[src/ddr_ctrl_consts.svh]
// constants of the ddr command timing controller
`ifndef DDR_CTRL_CONSTS_SVH
`define DDR_CTRL_CONSTS_SVH

// ----------------------------------------------------------------
// clocking
// ----------------------------------------------------------------
`define CORE_CLK_NS 10
`define CK_DIV 4
`define TCK_NS (`CORE_CLK_NS * `CK_DIV)
`define NS_TO_TCK(ns) (((ns) + `TCK_NS - 1) / `TCK_NS)
`define SLOW_CK_MHZ 33

// ----------------------------------------------------------------
// widths and sizes
// ----------------------------------------------------------------
`define DQ_W 16
`define ADDR_W 14
`define BANKS 4
`define BURST_LEN 4
`define FIFO_DEPTH 8
`define CAS_LAT 3
`define DENSITY_MB 1024
`define ROWS 8192

// ----------------------------------------------------------------
// timing figures in ns, ms or tCK
// ----------------------------------------------------------------
`define RRD_NS 10
`define RC_NS 55
`define RAS_NS 40
`define RCD_NS 15
`define RP_NS 15
`define WR_NS 12
`define RFC_NS ((`DENSITY_MB <= 256) ? 80 : (`DENSITY_MB == 512) ? 110 : 140)
`define XSR_NS 120
`define REF_WINDOW_MS 64
`define CCD_TCK 1
`define CDLR_TCK 2
`define MRD_TCK 2
`define PDEX_TCK 2
`define CKE_TCK 2
`define DAL_SLOW_TCK 2
`define REF_BURST_MAX 8
`define WDATA_END_TCK 3

// ----------------------------------------------------------------
// derived counts
// ----------------------------------------------------------------
`define REFI_TCK ((`REF_WINDOW_MS * 1000000 / `ROWS) / `TCK_NS)
`define DAL_TCK ((1000 / `TCK_NS < `SLOW_CK_MHZ) ? `DAL_SLOW_TCK : \
  (`NS_TO_TCK(`WR_NS) + `NS_TO_TCK(`RP_NS)))
`define RD_WIN ((`CAS_LAT + `BURST_LEN / 2 + 1) * `CK_DIV + 4)

// ----------------------------------------------------------------
// write strobe schedule, core cycles after the write slot
// ----------------------------------------------------------------
`define WS_DQS_ON 4'h3
`define WS_DQ_ON 4'h6
`define WS_LAST 4'he
`define WS_HI0 4'h7
`define WS_HI1 4'hb

// ----------------------------------------------------------------
// command pins cs_n, ras_n, cas_n, we_n
// ----------------------------------------------------------------
`define PIN_NOP 4'h7
`define PIN_ACT 4'h3
`define PIN_READ 4'h5
`define PIN_WRITE 4'h4
`define PIN_PRE 4'h2
`define PIN_REF 4'h1
`define PIN_MRS 4'h0
`define AP_BIT 10

// ----------------------------------------------------------------
// timer slots
// ----------------------------------------------------------------
`define T_RRD 0
`define T_CCD 1
`define T_WTR 2
`define T_WR 3
`define T_DAL 4
`define T_GAP 5
`define T_CKE 6
`define T_BANK0 7
`define K_RC 0
`define K_RAS 1
`define K_RCD 2
`define K_RP 3
`define NUM_TIMERS 23

`endif

[src/ddr_ctrl_pkg.sv]
// types shared by the ddr command timing controller
`include "ddr_ctrl_consts.svh"
package ddr_ctrl_pkg;
  typedef logic [7:0] cnt_t;

  typedef enum logic [3:0] {
    OP_NOP = 4'h0,
    OP_ACTIVATE = 4'h1,
    OP_READ = 4'h2,
    OP_WRITE = 4'h3,
    OP_PRECHARGE = 4'h4,
    OP_MODE_LOAD = 4'h5,
    OP_PD_ENTER = 4'h6,
    OP_PD_EXIT = 4'h7,
    OP_SR_ENTER = 4'h8,
    OP_SR_EXIT = 4'h9
  } cmd_e;

  typedef enum logic [1:0] {
    PWR_ACTIVE = 2'b00,
    PWR_DOWN = 2'b01,
    PWR_SELF = 2'b10
  } pwr_e;

  typedef struct packed {
    logic [1:0] ph;
    logic ck;
    logic ck_n;
    logic cke;
    logic [3:0] pins;
    logic [1:0] ba;
    logic [`ADDR_W-1:0] a;
    logic [`DQ_W-1:0] dq;
    logic dq_oe_n;
    logic dqs;
    logic dqs_oe_n;
    logic [3:0] wcnt;
    logic [5:0] rcnt;
    pwr_e pwr;
    logic [`BANKS-1:0] open;
    logic [3:0] owed;
    cnt_t refi;
    logic [2:0] dqs_s;
    logic dqs_acc;
    logic [`DQ_W-1:0] dq_s1;
    logic [`DQ_W-1:0] dq_s2;
    logic [`DQ_W-1:0] dq_s3;
    logic [`DQ_W-1:0] rd_data;
    logic rd_valid;
  } ctrl_s;

  typedef struct packed {
    cnt_t cnt;
  } timer_s;

  function automatic int tix(input int kind, input logic [1:0] bank);
    tix = `T_BANK0 + kind * `BANKS + int'(bank);
  endfunction
endpackage

[src/gap_timer.sv]
// down counter that holds off a command for a number of memory clocks
`timescale 1ns/1ps
`default_nettype none
module gap_timer
(
  input wire logic core_clk,
  input wire logic rst_n,
  input wire logic ce,
  input wire logic tick,
  input wire logic load,
  input wire ddr_ctrl_pkg::cnt_t value,
  output logic done
);
  import ddr_ctrl_pkg::*;

  timer_s st_ff;
  timer_s nxt_st;

  always_comb
  begin
    nxt_st = st_ff;
    if (load)
      nxt_st.cnt = value;
    else if (tick && (st_ff.cnt != 8'h00))
      nxt_st.cnt = st_ff.cnt - 8'h01;
  end

  always_ff @(posedge core_clk or negedge rst_n)
  begin
    if (!rst_n)
      st_ff <= '0;
    else if (ce)
      st_ff <= nxt_st;
  end

  assign done = (st_ff.cnt == 8'h00);
endmodule
`default_nettype wire

[src/sync_fifo.sv]
// write data buffer with valid and ready on both sides
`timescale 1ns/1ps
`default_nettype none
module sync_fifo
#(
  parameter int WIDTH = 16,
  parameter int DEPTH = 8
)
(
  input wire logic core_clk,
  input wire logic rst_n,
  input wire logic ce,
  input wire logic in_valid,
  output logic in_ready,
  input wire logic [WIDTH-1:0] in_data,
  output logic out_valid,
  input wire logic out_ready,
  output logic [WIDTH-1:0] out_data,
  output logic [$clog2(DEPTH+1)-1:0] level
);
  import ddr_ctrl_pkg::*;

  localparam int AW = $clog2(DEPTH);
  localparam int LW = $clog2(DEPTH + 1);

  typedef struct packed {
    logic [DEPTH-1:0][WIDTH-1:0] mem;
    logic [AW-1:0] wp;
    logic [AW-1:0] rp;
    logic [LW-1:0] cnt;
  } fifo_s;

  fifo_s st_ff;
  fifo_s nxt_st;
  logic push;
  logic pop;

  assign in_ready = ce && (st_ff.cnt != LW'(DEPTH));
  assign out_valid = (st_ff.cnt != '0);
  assign out_data = st_ff.mem[st_ff.rp];
  assign level = st_ff.cnt;
  assign push = in_valid && in_ready;
  assign pop = out_valid && out_ready;

  always_comb
  begin
    nxt_st = st_ff;
    if (push)
    begin
      nxt_st.mem[st_ff.wp] = in_data;
      nxt_st.wp = st_ff.wp + AW'(1);
    end
    if (pop)
      nxt_st.rp = st_ff.rp + AW'(1);
    nxt_st.cnt = st_ff.cnt + LW'(push) - LW'(pop);
  end

  always_ff @(posedge core_clk or negedge rst_n)
  begin
    if (!rst_n)
      st_ff <= '0;
    else if (ce)
      st_ff <= nxt_st;
  end
endmodule
`default_nettype wire

[src/ddr_timing_ctrl.sv]
// command timing controller that drives a low-power ddr sdram
`timescale 1ns/1ps
`default_nettype none
`include "ddr_ctrl_consts.svh"

module ddr_timing_ctrl
(
  input wire logic core_clk,
  input wire logic rst_n,
  input wire logic ce,
  input wire logic cmd_valid,
  output logic cmd_ready,
  input wire ddr_ctrl_pkg::cmd_e cmd_op,
  input wire logic [1:0] cmd_bank,
  input wire logic [`ADDR_W-1:0] cmd_addr,
  input wire logic wr_valid,
  output logic wr_ready,
  input wire logic [`DQ_W-1:0] wr_data,
  output logic rd_valid,
  output logic [`DQ_W-1:0] rd_data,
  output logic mem_ck,
  output logic mem_ck_n,
  output logic mem_cke,
  output logic mem_cs_n,
  output logic mem_ras_n,
  output logic mem_cas_n,
  output logic mem_we_n,
  output logic [1:0] mem_ba,
  output logic [`ADDR_W-1:0] mem_a,
  output logic [1:0] mem_dm,
  output logic [`DQ_W-1:0] mem_dq_o,
  output logic mem_dq_oe_n,
  input wire logic [`DQ_W-1:0] mem_dq_i,
  output logic [1:0] mem_dqs_o,
  output logic [1:0] mem_dqs_oe_n,
  input wire logic [1:0] mem_dqs_i
);
  import ddr_ctrl_pkg::*;

  // ----------------------------------------------------------------
  // declarations
  // ----------------------------------------------------------------
  localparam ctrl_s RST_ST = '{
    ph: 2'h3,
    ck_n: 1'b1,
    pins: `PIN_NOP,
    dq_oe_n: 1'b1,
    dqs_oe_n: 1'b1,
    pwr: PWR_DOWN,
    refi: cnt_t'(`REFI_TCK - 1),
    default: '0
  };

  ctrl_s st_ff;
  ctrl_s nxt_st;
  logic [`NUM_TIMERS-1:0] done;
  logic [`NUM_TIMERS-1:0] ld;
  cnt_t [`NUM_TIMERS-1:0] val;
  logic slot_c;
  logic busy_c;
  logic due_c;
  logic ok_c;
  logic rdy_c;
  logic pop_c;
  logic all_ras_c;
  logic all_rp_c;
  logic edge_c;
  logic [3:0] m_c;
  logic fifo_valid;
  logic [`DQ_W-1:0] fifo_data;
  logic [3:0] fifo_level;

  // ----------------------------------------------------------------
  // write data buffer
  // ----------------------------------------------------------------
  sync_fifo #(
    .WIDTH(`DQ_W),
    .DEPTH(`FIFO_DEPTH)
  ) u_wfifo (
    .core_clk(core_clk),
    .rst_n(rst_n),
    .ce(ce),
    .in_valid(wr_valid),
    .in_ready(wr_ready),
    .in_data(wr_data),
    .out_valid(fifo_valid),
    .out_ready(pop_c),
    .out_data(fifo_data),
    .level(fifo_level)
  );

  // ----------------------------------------------------------------
  // interval timers, ticking once per memory clock
  // ----------------------------------------------------------------
  for (genvar gi = 0; gi < `NUM_TIMERS; gi++)
  begin : g_tmr
    gap_timer u_tmr (
      .core_clk(core_clk),
      .rst_n(rst_n),
      .ce(ce),
      .tick(slot_c),
      .load(ld[gi]),
      .value(val[gi]),
      .done(done[gi])
    );
  end

  // ----------------------------------------------------------------
  // command eligibility, refresh, strobe schedule and read capture
  // ----------------------------------------------------------------
  always_comb
  begin
    nxt_st = st_ff;
    ld = '0;
    val = '0;
    pop_c = 1'b0;
    ok_c = 1'b0;
    slot_c = (st_ff.ph == 2'h1);
    busy_c = (st_ff.wcnt != 4'h0) || (st_ff.rcnt != 6'h00);
    due_c = (st_ff.owed != 4'h0) && (st_ff.pwr == PWR_ACTIVE);
    all_ras_c = 1'b1;
    all_rp_c = 1'b1;
    for (int b = 0; b < `BANKS; b++)
    begin
      all_ras_c = all_ras_c && done[tix(`K_RAS, 2'(b))];
      all_rp_c = all_rp_c && done[tix(`K_RP, 2'(b))];
    end

    case (cmd_op)
      OP_NOP:
        ok_c = 1'b1;
      OP_ACTIVATE:
        ok_c = (st_ff.pwr == PWR_ACTIVE) && done[`T_GAP] &&
          !st_ff.open[cmd_bank] && done[`T_RRD] && done[`T_DAL] &&
          done[tix(`K_RC, cmd_bank)] && done[tix(`K_RP, cmd_bank)];
      OP_READ:
        ok_c = (st_ff.pwr == PWR_ACTIVE) && done[`T_GAP] && !busy_c &&
          st_ff.open[cmd_bank] && done[tix(`K_RCD, cmd_bank)] &&
          done[`T_CCD] && done[`T_WTR];
      OP_WRITE:
        ok_c = (st_ff.pwr == PWR_ACTIVE) && done[`T_GAP] && !busy_c &&
          st_ff.open[cmd_bank] && done[tix(`K_RCD, cmd_bank)] &&
          done[`T_CCD] && (fifo_level >= 4'(`BURST_LEN));
      OP_PRECHARGE:
        ok_c = (st_ff.pwr == PWR_ACTIVE) && done[`T_GAP] && !busy_c &&
          done[`T_WR] && (cmd_addr[`AP_BIT] ? all_ras_c :
          done[tix(`K_RAS, cmd_bank)]);
      OP_MODE_LOAD:
        ok_c = (st_ff.pwr == PWR_ACTIVE) && done[`T_GAP] &&
          (st_ff.open == '0) && !busy_c;
      OP_PD_ENTER:
        ok_c = (st_ff.pwr == PWR_ACTIVE) && done[`T_GAP] &&
          done[`T_CKE] && !busy_c;
      OP_PD_EXIT:
        ok_c = (st_ff.pwr == PWR_DOWN) && done[`T_CKE];
      OP_SR_ENTER:
        ok_c = (st_ff.pwr == PWR_ACTIVE) && done[`T_GAP] &&
          done[`T_CKE] && (st_ff.open == '0) && !busy_c;
      OP_SR_EXIT:
        ok_c = (st_ff.pwr == PWR_SELF) && done[`T_CKE];
      default:
        ok_c = 1'b0;
    endcase
    rdy_c = ce && slot_c && !due_c && ok_c;

    // memory clock is core clock over a fixed four, two phases high
    nxt_st.ph = st_ff.ph + 2'h1;
    nxt_st.ck = ~nxt_st.ph[1];
    nxt_st.ck_n = nxt_st.ph[1];

    if (slot_c)
    begin
      nxt_st.pins = `PIN_NOP;
      if (st_ff.refi == 8'h00)
      begin
        nxt_st.refi = cnt_t'(`REFI_TCK - 1);
        if ((st_ff.pwr != PWR_SELF) && (st_ff.owed != 4'(`REF_BURST_MAX)))
          nxt_st.owed = st_ff.owed + 4'h1;
      end
      else
        nxt_st.refi = st_ff.refi - 8'h01;

      if (rdy_c && cmd_valid)
      begin
        nxt_st.ba = cmd_bank;
        nxt_st.a = cmd_addr;
        case (cmd_op)
          OP_ACTIVATE:
          begin
            nxt_st.pins = `PIN_ACT;
            nxt_st.open[cmd_bank] = 1'b1;
            ld[`T_RRD] = 1'b1;
            val[`T_RRD] = cnt_t'(`NS_TO_TCK(`RRD_NS) - 1);
            ld[tix(`K_RC, cmd_bank)] = 1'b1;
            val[tix(`K_RC, cmd_bank)] = cnt_t'(`NS_TO_TCK(`RC_NS) - 1);
            ld[tix(`K_RAS, cmd_bank)] = 1'b1;
            val[tix(`K_RAS, cmd_bank)] = cnt_t'(`NS_TO_TCK(`RAS_NS) - 1);
            ld[tix(`K_RCD, cmd_bank)] = 1'b1;
            val[tix(`K_RCD, cmd_bank)] = cnt_t'(`NS_TO_TCK(`RCD_NS) - 1);
          end
          OP_READ:
          begin
            nxt_st.pins = `PIN_READ;
            ld[`T_CCD] = 1'b1;
            val[`T_CCD] = cnt_t'(`CCD_TCK - 1);
            nxt_st.rcnt = 6'(`RD_WIN);
          end
          OP_WRITE:
          begin
            nxt_st.pins = `PIN_WRITE;
            nxt_st.wcnt = 4'h1;
            ld[`T_CCD] = 1'b1;
            val[`T_CCD] = cnt_t'(`CCD_TCK - 1);
            ld[`T_WTR] = 1'b1;
            val[`T_WTR] = cnt_t'(`WDATA_END_TCK + `CDLR_TCK - 1);
            ld[`T_WR] = 1'b1;
            val[`T_WR] = cnt_t'(`WDATA_END_TCK + `NS_TO_TCK(`WR_NS) - 1);
            ld[`T_DAL] = 1'b1;
            val[`T_DAL] = cnt_t'(`WDATA_END_TCK + `DAL_TCK - 1);
          end
          OP_PRECHARGE:
          begin
            nxt_st.pins = `PIN_PRE;
            for (int b = 0; b < `BANKS; b++)
            begin
              if (cmd_addr[`AP_BIT] || (cmd_bank == 2'(b)))
              begin
                nxt_st.open[b] = 1'b0;
                ld[tix(`K_RP, 2'(b))] = 1'b1;
                val[tix(`K_RP, 2'(b))] = cnt_t'(`NS_TO_TCK(`RP_NS) - 1);
              end
            end
          end
          OP_MODE_LOAD:
          begin
            nxt_st.pins = `PIN_MRS;
            ld[`T_GAP] = 1'b1;
            val[`T_GAP] = cnt_t'(`MRD_TCK - 1);
          end
          OP_PD_ENTER:
          begin
            nxt_st.cke = 1'b0;
            nxt_st.pwr = PWR_DOWN;
            ld[`T_CKE] = 1'b1;
            val[`T_CKE] = cnt_t'(`CKE_TCK - 1);
          end
          OP_PD_EXIT:
          begin
            nxt_st.cke = 1'b1;
            nxt_st.pwr = PWR_ACTIVE;
            ld[`T_CKE] = 1'b1;
            val[`T_CKE] = cnt_t'(`CKE_TCK - 1);
            ld[`T_GAP] = 1'b1;
            val[`T_GAP] = cnt_t'(`PDEX_TCK - 1);
          end
          OP_SR_ENTER:
          begin
            nxt_st.pins = `PIN_REF;
            nxt_st.cke = 1'b0;
            nxt_st.pwr = PWR_SELF;
            ld[`T_CKE] = 1'b1;
            val[`T_CKE] = cnt_t'(`CKE_TCK - 1);
          end
          OP_SR_EXIT:
          begin
            nxt_st.cke = 1'b1;
            nxt_st.pwr = PWR_ACTIVE;
            nxt_st.owed = 4'h0;
            nxt_st.refi = cnt_t'(`REFI_TCK - 1);
            ld[`T_CKE] = 1'b1;
            val[`T_CKE] = cnt_t'(`CKE_TCK - 1);
            ld[`T_GAP] = 1'b1;
            val[`T_GAP] = cnt_t'(`NS_TO_TCK(`XSR_NS) - 1);
          end
          default:
            nxt_st.pins = `PIN_NOP;
        endcase
      end
      else if (due_c && !busy_c && done[`T_GAP] && all_ras_c && done[`T_WR])
      begin
        if (st_ff.open != '0)
        begin
          nxt_st.pins = `PIN_PRE;
          nxt_st.a = '0;
          nxt_st.a[`AP_BIT] = 1'b1;
          nxt_st.open = '0;
          for (int b = 0; b < `BANKS; b++)
          begin
            ld[tix(`K_RP, 2'(b))] = 1'b1;
            val[tix(`K_RP, 2'(b))] = cnt_t'(`NS_TO_TCK(`RP_NS) - 1);
          end
        end
        else if (all_rp_c)
        begin
          nxt_st.pins = `PIN_REF;
          nxt_st.owed = nxt_st.owed - 4'h1;
          ld[`T_GAP] = 1'b1;
          val[`T_GAP] = cnt_t'(`NS_TO_TCK(`RFC_NS) - 1);
        end
      end
    end

    // write strobe and data, m_c is the core cycle being prepared
    m_c = st_ff.wcnt + 4'h1;
    if (st_ff.wcnt != 4'h0)
    begin
      nxt_st.wcnt = m_c;
      nxt_st.dqs_oe_n = !((m_c >= `WS_DQS_ON) && (m_c <= `WS_LAST));
      nxt_st.dqs = (m_c == `WS_HI0) || (m_c == `WS_HI0 + 4'h1) ||
        (m_c == `WS_HI1) || (m_c == `WS_HI1 + 4'h1);
      nxt_st.dq_oe_n = !((m_c >= `WS_DQ_ON) && (m_c <= `WS_LAST));
      if ((m_c >= `WS_DQ_ON) && (m_c < `WS_LAST) && !m_c[0] && fifo_valid)
      begin
        nxt_st.dq = fifo_data;
        pop_c = 1'b1;
      end
    end

    // read window and strobe capture through three stages
    if (st_ff.rcnt != 6'h00)
      nxt_st.rcnt = st_ff.rcnt - 6'h01;
    nxt_st.dqs_s = {st_ff.dqs_s[1:0], mem_dqs_i[0]};
    nxt_st.dq_s1 = mem_dq_i;
    nxt_st.dq_s2 = st_ff.dq_s1;
    nxt_st.dq_s3 = st_ff.dq_s2;
    edge_c = (st_ff.dqs_s[1] == st_ff.dqs_s[2]) &&
      (st_ff.dqs_s[2] != st_ff.dqs_acc);
    nxt_st.rd_valid = 1'b0;
    if (edge_c)
    begin
      nxt_st.dqs_acc = st_ff.dqs_s[2];
      if (st_ff.rcnt != 6'h00)
      begin
        nxt_st.rd_data = st_ff.dq_s3;
        nxt_st.rd_valid = 1'b1;
      end
    end
  end

  // ----------------------------------------------------------------
  // state register
  // ----------------------------------------------------------------
  always_ff @(posedge core_clk or negedge rst_n)
  begin
    if (!rst_n)
      st_ff <= RST_ST;
    else if (ce)
      st_ff <= nxt_st;
  end

  // ----------------------------------------------------------------
  // outputs
  // ----------------------------------------------------------------
  assign cmd_ready = rdy_c;
  assign rd_valid = st_ff.rd_valid;
  assign rd_data = st_ff.rd_data;
  assign mem_ck = st_ff.ck;
  assign mem_ck_n = st_ff.ck_n;
  assign mem_cke = st_ff.cke;
  assign {mem_cs_n, mem_ras_n, mem_cas_n, mem_we_n} = st_ff.pins;
  assign mem_ba = st_ff.ba;
  assign mem_a = st_ff.a;
  assign mem_dm = 2'h0;
  assign mem_dq_o = st_ff.dq;
  assign mem_dq_oe_n = st_ff.dq_oe_n;
  assign mem_dqs_o = {2{st_ff.dqs}};
  assign mem_dqs_oe_n = {2{st_ff.dqs_oe_n}};
endmodule
`default_nettype wire

[config.mk]
export PLATFORM = sky130hd
export DESIGN_NAME = ddr_timing_ctrl
export DESIGN_NICKNAME = d
export VERILOG_FILES = /design/src/ddr_ctrl_pkg.sv /design/src/gap_timer.sv /design/src/sync_fifo.sv /design/src/ddr_timing_ctrl.sv
export VERILOG_INCLUDE_DIRS = /design/src
export SDC_FILE = /design/constraint.sdc
export NUM_CORES = 1
export LEC_CHECK = 0
export ABC_AREA = 0
export BUFFER_PORTS_ARGS = -buffer_cell sky130_fd_sc_hd__buf_2
export CAP_MARGIN = 20
export CELL_PAD_IN_SITES_DETAIL_PLACEMENT = 1
export CELL_PAD_IN_SITES_GLOBAL_PLACEMENT = 1
export CORE_MARGIN = 2
export CORE_UTILIZATION = 54
export CTS_CLUSTER_DIAMETER = 80
export DETAILED_ROUTE_END_ITERATION = 8
export HOLD_SLACK_MARGIN = 0.05
export PLACE_DENSITY = 0.92
export SLEW_MARGIN = 15
export SYNTH_ARGS = -nofsm -noshare
export SYNTH_HDL_FRONTEND = slang
export SYNTH_SLANG_ARGS = --single-unit
[constraint.sdc]
create_clock -name core_clk -period 5.65 [get_ports core_clk]
set_input_delay 0.565 -clock core_clk [delete_from_list [all_inputs] [get_ports core_clk]]
set_output_delay 0.565 -clock core_clk [all_outputs]
set_load 0.02 [all_outputs]
==> metrics.md, run 1 <==
| Metric | Value |
|---|---|
| Fill cell count | 4376 |
| Row count | between 70 and 80 |
| Max incr delay on CP | approximately 830 ps |
| Dpl cells | 2602 |
| Vias in the first global route | 18700 |
| Max-slew violation count | 0 |
| Post-Synth XOR/XNOR Area | 5.14% |
| GPL Wtd Cong | 0.869 |
| Crit path buf inv count | 2 |
| Final non-filler cell total | 2692 |
| Drt drc | 0 |
| Final Hold Fails | 1 |
| Final Net Count | 2246 |
| CTS buffer count | 48 |
| Routed vias/inst | around 6.1 |
| Slew margin rel. | 25.9% |
| CP delay by family, top | simple AND/OR/NAND/NOR gates |
| Initial cell density of the core | 54.8% |
| Min cycle time layout | 4990 ps |
| Max VDD drop | ~0.0004 V |
| DP Wirelength | 39000 um |
| Hold slack | -36.2 ps |
| CTS tree | yes |
| Seq/Total Area, Yosys | between 50% and 60% |
| Number of flops mapped to enable cells by yosys | 0 |
| Fmax | 0.200 GHz |
| DIE HEIGHT | 210 um |
| Core area | approximately 0.042 mm2 |
| Simple-Gate Fraction of Synth Area | 13.9% |
| Register area | approximately 0.012 mm2 |
| I/O pin count | 124 |
| Drt pass-1 iters | 5 |
| Post-CTS setup buffers | 0 |
| Post-Syn Instances | around 2100 |
| Unrepaired setup endpoints after global routing | no |
| Clock transition at the registers of the reported paths | 60 ps |
| Unique masters post-synth | 89 |
| Pin count of the biggest net entering global routing | 124 |
| Synth Register Bits | 461 |
| Pre-CTS setup slack | approximately 860 ps |
| Post-route clock period utilization | 88.4% |
| Setup TNS | 0 ps |
| Ys Warns | 0 |
| Post-synthesis adder-cell area fraction | 4.00% |
| Netlist Area Pre-Place | 0.0230 mm2 |
| Routed vias | 16500 |
| Share of cells above drive strength 1 | 23.0% |
| Clock root cell | clkbuf_16 |
| WP data required | 6070 ps |
| Max Cap Violations | 0 |
| Number of port buffers | 119 |
| Top FF cell, synth | dfrtp_1 |
| Final WL | roughly 64000 um |
| Total track usage | 29.4% |
| CTS Buffer Depth | 3 |
| # resized after CTS | 0 |
| DR WL/cell | 23.7 um |
| Die area | ~0.044 mm2 |
| # H-tree levels | 2 |
| Violated checks | negative hold slack |
| Chain of cells forming the critical path | inv_1 -> ha_1 -> nor3b_1 -> nand3_1 -> nor4_1 -> or2b_1 -> o31ai_4 -> o311a_1 -> buf_4 -> and3_1 -> nor2_1 |
| Critical path capture point type | flip-flop |
| Global route total overflow | 0 |
| Die width | 210 um |
| Ys async rst share | 100% |
| Final worst-path setup slack | approximately 660 ps |
| Critical path class | reg -> reg |
| CP max-delay cell | and3_1 |
| Startpoint types | flip-flop |
| Multi-input combinational cell area | 0.0104 mm2 |
| Measured slew at the worst slew-check pin | 1110 ps |
| Max Fanout on Critical Path | 24 |
| Synth Area in Compound Gates | around 8% |
| Worst Clk Skew | 16.5 ps |
| Crit path DAT | 5420 ps |
| Worst min path class | in -> async |
| Largest family of logic cells by synthesized area | multiplexers |
| Total power | approximately 12 mW |
| Hold_buf cts | 0 |
| Pleak | 11.5 nW |
| Sink Count | 461 |
| Multiplexer share of the synthesized area | ~14% |
| Initial drt markers | approximately 1000 |
| Run status | complete, but fails checks |
| Clk_lat worst skew | 610 ps |
| Average cell area after synthesis | 11.2 um2 |
| Power Density | 487 mW/mm2 |
| Initial antenna violation count | 5 |
| Post-DRT Antenna Nets | 0 |
| Syn-to-layout area delta | 10.3% |
| Finish-stage setup viols | 0 |
| First-pass GRT wire length | 103000 um |
-- cell usage after synthesis (all sizes together) (59+ instances only) --
master	n	area, um2
nand2	126	473
inv	75	282
ha	72	901
buf	94	628
o21ai	79	395
xor2	65	569
xnor2	70	613
mux2	200	2250
dfrtp	450	11300
nand3	66	335
nor2	216	811
nor3	59	300
-- cells in the final DEF (no fill, tap or decap), drive strengths merged, types with 5 or more instances in the layout --
| cell | Yosys | final |
|---|---|---|
| a211oi | 16 | 16 |
| a21o | 19 | 19 |
| a21oi | 51 | 51 |
| a22o | 19 | 19 |
| a22oi | 6 | 6 |
| a31oi | 24 | 24 |
| and2 | 10 | 10 |
| and3 | 9 | 9 |
| buf | 94 | 141 |
| clkbuf | 49 | 80 |
| dfrtp | 450 | 450 |
| dfstp | 11 | 11 |
| ha | 72 | 72 |
| inv | 75 | 77 |
| mux2 | 200 | 200 |
| mux2i | 23 | 23 |
| mux4 | 34 | 34 |
| nand2 | 126 | 126 |
| nand2b | 22 | 22 |
| nand3 | 66 | 66 |
| nand4 | 10 | 10 |
| nor2 | 216 | 216 |
| nor2b | 6 | 6 |
| nor3 | 59 | 59 |
| nor3b | 10 | 10 |
| nor4 | 38 | 38 |
| nor4b | 6 | 6 |
| o21ai | 79 | 79 |
| o22ai | 6 | 6 |
| o2bb2ai | 5 | 5 |
| o31ai | 11 | 11 |
| or2 | 5 | 5 |
| or3 | 29 | 29 |
| or4 | 18 | 18 |
| xnor2 | 70 | 70 |
| xor2 | 65 | 65 |
-- flip-flops by register name, indices dropped and copies added (netlist names), 2 cells and up --
name               count
g_tmr.u_tmr.st_ff    184
mem_a                 14
mem_ba                 2
mem_dq_o              16
nxt_st                34
rd_data               16
st_ff                 48
u_wfifo.level          4
u_wfifo.st_ff        134
-- stage by stage --
stage	util, %	area [um2]
2_1_floorplan	-	23000
3_3_place_gp	56.4	23700
3_5_place_dp	56.5	23700
4_1_cts	60.3	25400
5_1_grt	60.4	25400
6_report	60.4	25400
-- cell type report --
| class | count | area share [%] |
|---|---|---|
| Clock inverter | 8 | 0.586 |
| Tap cell | 539 | 2.66 |
| Sequential cell | 461 | 45.5 |
| Multi-Input combinational cell | 1387 | 41.1 |
| Inverter | 75 | 1.11 |
| Antenna cell | 1 | 0.00985 |
| Clock buffer | 80 | 5.84 |
| Timing Repair Buffer | 141 | 3.24 |
-- final timing paths --
check | start | end | slack, ps | cells after the start
worst max-delay path | st_ff[93] | g_tmr[13].u_tmr.st_ff[5] | 660 | 11
worst min-delay path | rst_n | g_tmr[6].u_tmr.st_ff[3] | -40 | 1
worst max register to register | st_ff[93] | g_tmr[13].u_tmr.st_ff[5] | 660 | 11
worst min register to register | g_tmr[1].u_tmr.st_ff[6] | g_tmr[1].u_tmr.st_ff[6] | 470 | 1
max in group asynchronous | rst_n | u_wfifo.st_ff[81] | 4120 | 2
min in group core_clk | cmd_addr[6] | mem_a[6] | 190 | 2
-- logic make-up (layout without fill, tap and decap cells) --
logic type | after synthesis | after routing
and+or+nand+nor | 649 | 649
DFF | 461 | 461
AOI/OAI and AO/OA | 270 | 270
xor gates and xnor gates | 135 | 135
buffers and inverters | 218 | 304
adders and majority gates | 73 | 73
other | 1 | 4
muxes | 257 | 257
-- where the power goes --
group | switching (mW) | leakage [nW] | internal [mW]
combinational | 2.01 | 4.87 | 1.73
clock | 1.39 | 0.798 | 1.93
sequential | 0.963 | 5.80 | 4.35
-- worst reg2reg max path: stages (launching register included) --
cell and delay, ps:
dfrtp_1 480, inv_1 160, ha_1 240, nor3b_1 530
nand3_1 400, nor4_1 430, or2b_1 290, o31ai_4 280
o311a_1 600, buf_4 330, and3_1 830, nor2_1 230
-- per-layer routing --
metal / part of all wire, % / GRT usage, % / vias up
li1: - / - / 7298
met1: 39 / 35.1 / 8617
met2: 53 / 53.2 / 450
met3: 4.2 / 4.75 / 167
met4: 3.6 / 11.9 / 8
met5: 0.071 / 0 / -
(Power assumes the default switching activity.)
==> run 2, diff against run 1 <==
--- a/config.mk
+++ b/config.mk
@@ -11,7 +11,6 @@
 export CAP_MARGIN = 20
 export CELL_PAD_IN_SITES_DETAIL_PLACEMENT = 1
 export CELL_PAD_IN_SITES_GLOBAL_PLACEMENT = 1
-export CORE_MARGIN = 2
 export CORE_UTILIZATION = 54
 export CTS_CLUSTER_DIAMETER = 80
 export DETAILED_ROUTE_END_ITERATION = 8
==> metrics.md, run 2 (synthesized netlist as in run 1, its figures left out) <==
| Metric | Value |
|---|---|
| Run status | finished clean |
| Max-slew violation count | 0 |
| Measured slew at the worst slew-check pin | 1160 ps |
| Post-DRT Antenna Nets | 0 |
| Worst reg2reg startpoint | st_ff[93] |
| Die width | 208 um |
| Initial drt markers | 1074 |
| Pin count of the biggest net entering global routing | about 150 |
| Slew margin rel. | 22.5% |
| Drt pass-1 iters | 4 |
| Row count | 75 |
| Final WL | 63600 um |
| Final Net Count | 2244 |
| Most common library cell in the layout ignoring fill and taps | dfrtp_1 |
| Fill cell count | 4284 |
| Crit path DAT | 5250 ps |
| Hold_buf cts | 0 |
| Vias in the first global route | 18600 |
| Worst Clk Skew | 35.5 ps |
| Worst min path class | in -> async |
| WP data required | between 6000 and 7000 ps |
| Top reg by flops | g_tmr.u_tmr.st_ff |
| Setup TNS | 0 ps |
| Setup slack, reg-to-reg | 820 ps |
| Top flop regs | g_tmr.u_tmr.st_ff: 184 flops, u_wfifo.st_ff: 134 flops, st_ff: 48 flops |
| Clk_lat worst skew | 610 ps |
| Core area | 0.0420 mm2 |
| Syn-to-layout area delta | 10.1% |
| Power Density | 485 mW/mm2 |
| Number of port buffers | approximately 120 |
| Post-CTS setup buffers | 0 |
| Critical path startpoint | st_ff[93] |
| Max FFs per register | 184 |
| Initial cell density of the core | 54.8% |
| Unrepaired setup endpoints after global routing | no |
| Reg2Reg Depth | 10 |
| Drt drc | 0 |
| Pleak | about 11 nW |
| Die area | 0.0435 mm2 |
| Min cycle time layout | 4830 ps |
| Max VDD drop | 0.000391 V |
| Total power | 12.3 mW |
| Routed vias | 16600 |
| Final Instance Area | approximately 0.025 mm2 |
| Startpoint types | flip-flop |
| I/O pin count | around 120 |
| Global route total overflow | 0 |
| Cell area after placement | 0.0237 mm2 |
| Max Fanout on Critical Path | 24 |
| Share of cells above drive strength 1 | 23.0% |
| Final worst-path setup slack | 823 ps |
| Post-route clock period utilization | a little under nine tenths |
| GPL Wtd Cong | 0.850 |
| DP Wirelength | 38700 um |
| Final Hold Fails | 0 |
| Total track usage | 29.9% |
| Critical path capture point type | flip-flop |
| Critical path class | reg -> reg |
| # resized after CTS | 0 |
| Finish-stage setup viols | 0 |
| Clock transition at the registers of the reported paths | about 60 ps |
| # H-tree levels | 2 |
| Clock root cell | clkbuf_16 |
| Max Cap Violations | 0 |
| Initial antenna violation count | 3 |
| Sink Count | 461 |
| Routed vias/inst | ~6.2 |
| DR WL/cell | approximately 24 um |
| Most frequent cells in the layout | dfrtp_1, nor2_1, mux2_2 |
| Reg2Reg Capture Point | g_tmr[13].u_tmr.st_ff[1] |
| CTS Buffer Depth | 3 |
| CTS buffer count | 50 |
| Fmax | 0.207 GHz |
| DIE HEIGHT | 208 um |
| First-pass GRT wire length | just over 100000 um |
| CTS tree | yes |
| Pre-CTS setup slack | around 780 ps |
[run 2: cell types whose count changed in the layout (fill, tap and decap cells not counted), sizes merged]
cell / change
clkinv: +7
buf: -4
bufinv: -2
diode: +1
inv: -1
[run 2: cell type report]
class | instances | area, um2 | share of cell area (%)
flip-flops and latches | 461 | 11600 | 45.6
repair buffers | 137 | 766 | 3.02
multi-input cells | 1387 | 10400 | 41.2
clock inverters | 12 | 133 | 0.523
clock buffers | 80 | 1510 | 5.94
diodes | 2 | 5.00 | 0.0197
inverters | 75 | 282 | 1.11
well taps | 539 | 674 | 2.66
[run 2: report_power, final]
| part | internal (mW) | leakage [nW] | total [mW] | switching (mW) |
|---|---|---|---|---|
| sequential | 4.35 | 5.80 | 5.30 | 0.952 |
| clock | 1.88 | 0.806 | 3.29 | 1.41 |
| combinational | 1.71 | 4.84 | 3.72 | 2.01 |
| total | 7.93 | 11.4 | 12.3 | 4.37 |
[run 2: worst max path at each step]
stage	to
after global routing	g_tmr[13].u_tmr.st_ff[1]
final	g_tmr[13].u_tmr.st_ff[1]
after floorplan	g_tmr[21].u_tmr.st_ff[5]
after detailed placement	g_tmr[13].u_tmr.st_ff[1]
after CTS	g_tmr[13].u_tmr.st_ff[1]
after global placement	g_tmr[4].u_tmr.st_ff[0]
[run 2: stage by stage]
step,util [%],cells,hold WS (ps)
floorplan,-,2066,269
global placement,56.4,2599,446
detailed placement,56.4,2599,470
CTS,60.3,2691,72.2
global route,60.3,2693,110
finish,60.3,2693,35.5
[run 2: critical path, cell delays in order (launching register included)]
cell,delay [ps]
dfrtp_1,480
inv_1,160
ha_1,210
nor3b_1,430
nand3_1,370
nor4_1,430
or2b_1,300
o31ai_4,280
o311a_1,830
and3_1,920
a211oi_1,200
[run 2: metal layers]
metal | share of wire [%] | GRT usage [%] | wire (um) | up-vias
li1 | - | - | - | 7309
met1 | 40 | 35.4 | 25300 | 8710
met2 | 53 | 54.3 | 33800 | 444
met3 | 3.9 | 4.42 | 2460 | 151
met4 | 3.3 | 12.0 | 2080 | 2
met5 | 0.020 | 0 | 13 | -
==> run 3, diff against run 2 <==
==> constraint.sdc (replaced) <==
create_clock -name core_clk -period 5.6 [get_ports core_clk]
set_input_delay 0.56 -clock core_clk [delete_from_list [all_inputs] [get_ports core_clk]]
set_output_delay 0.56 -clock core_clk [all_outputs]
set_load 0.02 [all_outputs]
==> metrics.md, run 3 (synthesized netlist as in run 1, its figures left out) <==
| Metric | Value |
|---|---|
| Min cycle time layout | 4630 ps |
| Most Crowded Layer GR | met2 |
| Max-slew violation count | 0 |
| CTS buffer count | 50 |
| CTS Buffer Depth | 3 |
| Final Instance Area | 0.0254 mm2 |
| Startpoint types | flip-flop |
| Initial cell density of the core | 54.8% |
| Critical path startpoint | st_ff[93] |
| Drt drc | 0 |
| Cell area after placement | around 0.024 mm2 |
| Reg2Reg Capture Point | g_tmr[18].u_tmr.st_ff[2] |
| Max FFs per register | 184 |
| Max Cap Violations | 0 |
| Clk_lat worst skew | 630 ps |
| First-pass GRT wire length | ~110000 um |
| Total power | between 10 and 15 mW |
| Multi-input combinational cell area | approximately 0.010 mm2 |
| Hold path endpoint | nxt_st[42] |
| Critical path capture point type | flip-flop |
| Grt met2 use | 56.1% |
| Post-DRT Antenna Nets | 0 |
| DP Wirelength | 39500 um |
| Setup slack, reg-to-reg | 970 ps |
| Global route total overflow | 0 |
| Syn-to-layout area delta | 10.3% |
| Worst reg2reg startpoint | st_ff[93] |
| GRT met3 Usage | slightly below 5% |
| Hold slack | 200 ps |
| Initial drt markers | between 1000 and 1500 |
| Clock root cell | clkbuf_16 |
| Finish-stage setup viols | 0 |
| Unrepaired setup endpoints after global routing | no |
| Pleak | 11.5 nW |
| DR WL/cell | between 20 and 25 um |
| Final Hold Fails | 0 |
| Critical path class | reg -> reg |
| Top reg by flops | g_tmr.u_tmr.st_ff |
| Number of port buffers | around 120 |
| Power Density | 494 mW/mm2 |
| Routed vias/inst | around 6.2 |
| Max VDD drop | 0.000383 V |
| I/O pin count | 124 |
| Core area | between 0.04 and 0.05 mm2 |
| Final Net Count | 2249 |
| Worst hold start | mem_dq_i[9] |
| WP data required | 6020 ps |
| Setup TNS | 0 ps |
| Run status | finished clean |
| Most frequent cells in the layout | dfrtp_1, nor2_1, mux2_2 |
| Dpl cells | 2601 |
| Sink Count | 461 |
| Pin count of the biggest net entering global routing | 160 |
| GPL Wtd Cong | 0.874 |
| CTS tree | yes |
| Register area | 0.0116 mm2 |
| Worst min path class | in -> reg |
| Worst Clk Skew | 55.0 ps |
| Max Fanout on Critical Path | 24 |
| Crit path DAT | 5060 ps |
| Vias in the first global route | 18900 |
| Routed vias | 16800 |
| CP max-delay cell | and3_1 |
| Reg2Reg Depth | 11 |
| Total track usage | between 30 and 40% |
| Die area | 0.0435 mm2 |
| Post-route clock period utilization | 82.7% |
| Chain of cells forming the critical path | inv_1 -> ha_1 -> nor3b_1 -> nand3_1 -> nor4_1 -> or2b_1 -> o31ai_4 -> o311a_1 -> buf_4 -> and3_1 -> nor2_1 |
| ANT cells | 0 |
| Initial antenna violation count | 1 |
| Share of cells above drive strength 1 | 23.1% |
| Row count | 75 |
| Drt pass-1 iters | 5 |
| Fill cell count | 4326 |
| Top flop regs | g_tmr.u_tmr.st_ff: 184 flops, u_wfifo.st_ff: 134 flops, st_ff: 48 flops |
| Most common library cell in the layout ignoring fill and taps | dfrtp_1 |
| Measured slew at the worst slew-check pin | 1060 ps |
| Die width | ~210 um |
| Slew margin rel. | 28.8% |
| WHS Path Cells | 2 |
| DIE HEIGHT | between 200 and 250 um |
| Final WL | 66300 um |
| # H-tree levels | 2 |
| Final non-filler cell total | 2694 |
| Max incr delay on CP | 760 ps |
| Fmax | approximately 0.22 GHz |
| GR Util met1 | 35.9% |
| Clock transition at the registers of the reported paths | 60 ps |
## run 3: cell types whose count changed in the layout (fill, tap and decap cells not counted), sizes merged
cell / change
buf: +4
bufinv: +1
clkbuf: -4
clkinvlp: +1
diode: -2
dlygate4sd3: +1
## run 3: what timing repair did
| item | in CTS | in global routing |
|---|---|---|
| gates resized for setup | 0 | 0 |
| endpoints found under the hold margin | 4 | 0 |
| buffers inserted | 0 | 0 |
| hold buffers | 1 | 0 |
## run 3: metal layers
layer	vias up	part of all wire [%]	wire, um
met2	555	53	35300
met1	8740	38	25100
met4	2	4.2	2780
met3	218	4.5	3010
li1	7315	-	-
met5	-	0.020	13
## run 3: through the flow
| step | worst slack, ps | utilization (%) |
|---|---|---|
| 2_1_floorplan | 2160 | - |
| 3_3_place_gp | 1080 | 56.4 |
| 3_5_place_dp | 944 | 56.4 |
| 4_1_cts | 1010 | 60.3 |
| 5_1_grt | 512 | 60.4 |
| 6_report | 968 | 60.4 |
## run 3: where the power goes
group / internal, mW / switching, mW / leakage (nW) / total, mW
clock: 1.87 / 1.43 / 0.788 / 3.30
sequential: 4.38 / 1.00 / 5.80 / 5.39
combinational: 1.75 / 2.10 / 4.87 / 3.84
## run 3: worst max-delay path: cells and delay by family, from the launching register on
family | cells | cell delay (ps)
compound gates | 2 | 840
fa+ha+maj | 1 | 200
buf+inv | 2 | 470
flops | 1 | 490
simple gates | 6 | 2450
## run 3: cell type report
cell class	instances	share of cell area, %
sequential	461	45.5
tap	539	2.66
clock buffer	76	5.67
timing repair buffer	142	3.28
inverter	75	1.11
clock inverter	14	0.695
multi-input combinational	1387	41.1
## run 3: worst max path at each step
stage | end | slack [ps] | cells past startpoint
global route | g_tmr[18].u_tmr.st_ff[2] | 510 | 11
CTS | g_tmr[18].u_tmr.st_ff[2] | 1010 | 11
floorplan | g_tmr[21].u_tmr.st_ff[5] | 2160 | 14
detailed placement | mem_a[7] | 940 | 11
global placement | mem_a[0] | 1080 | 11
finish | g_tmr[18].u_tmr.st_ff[2] | 970 | 11
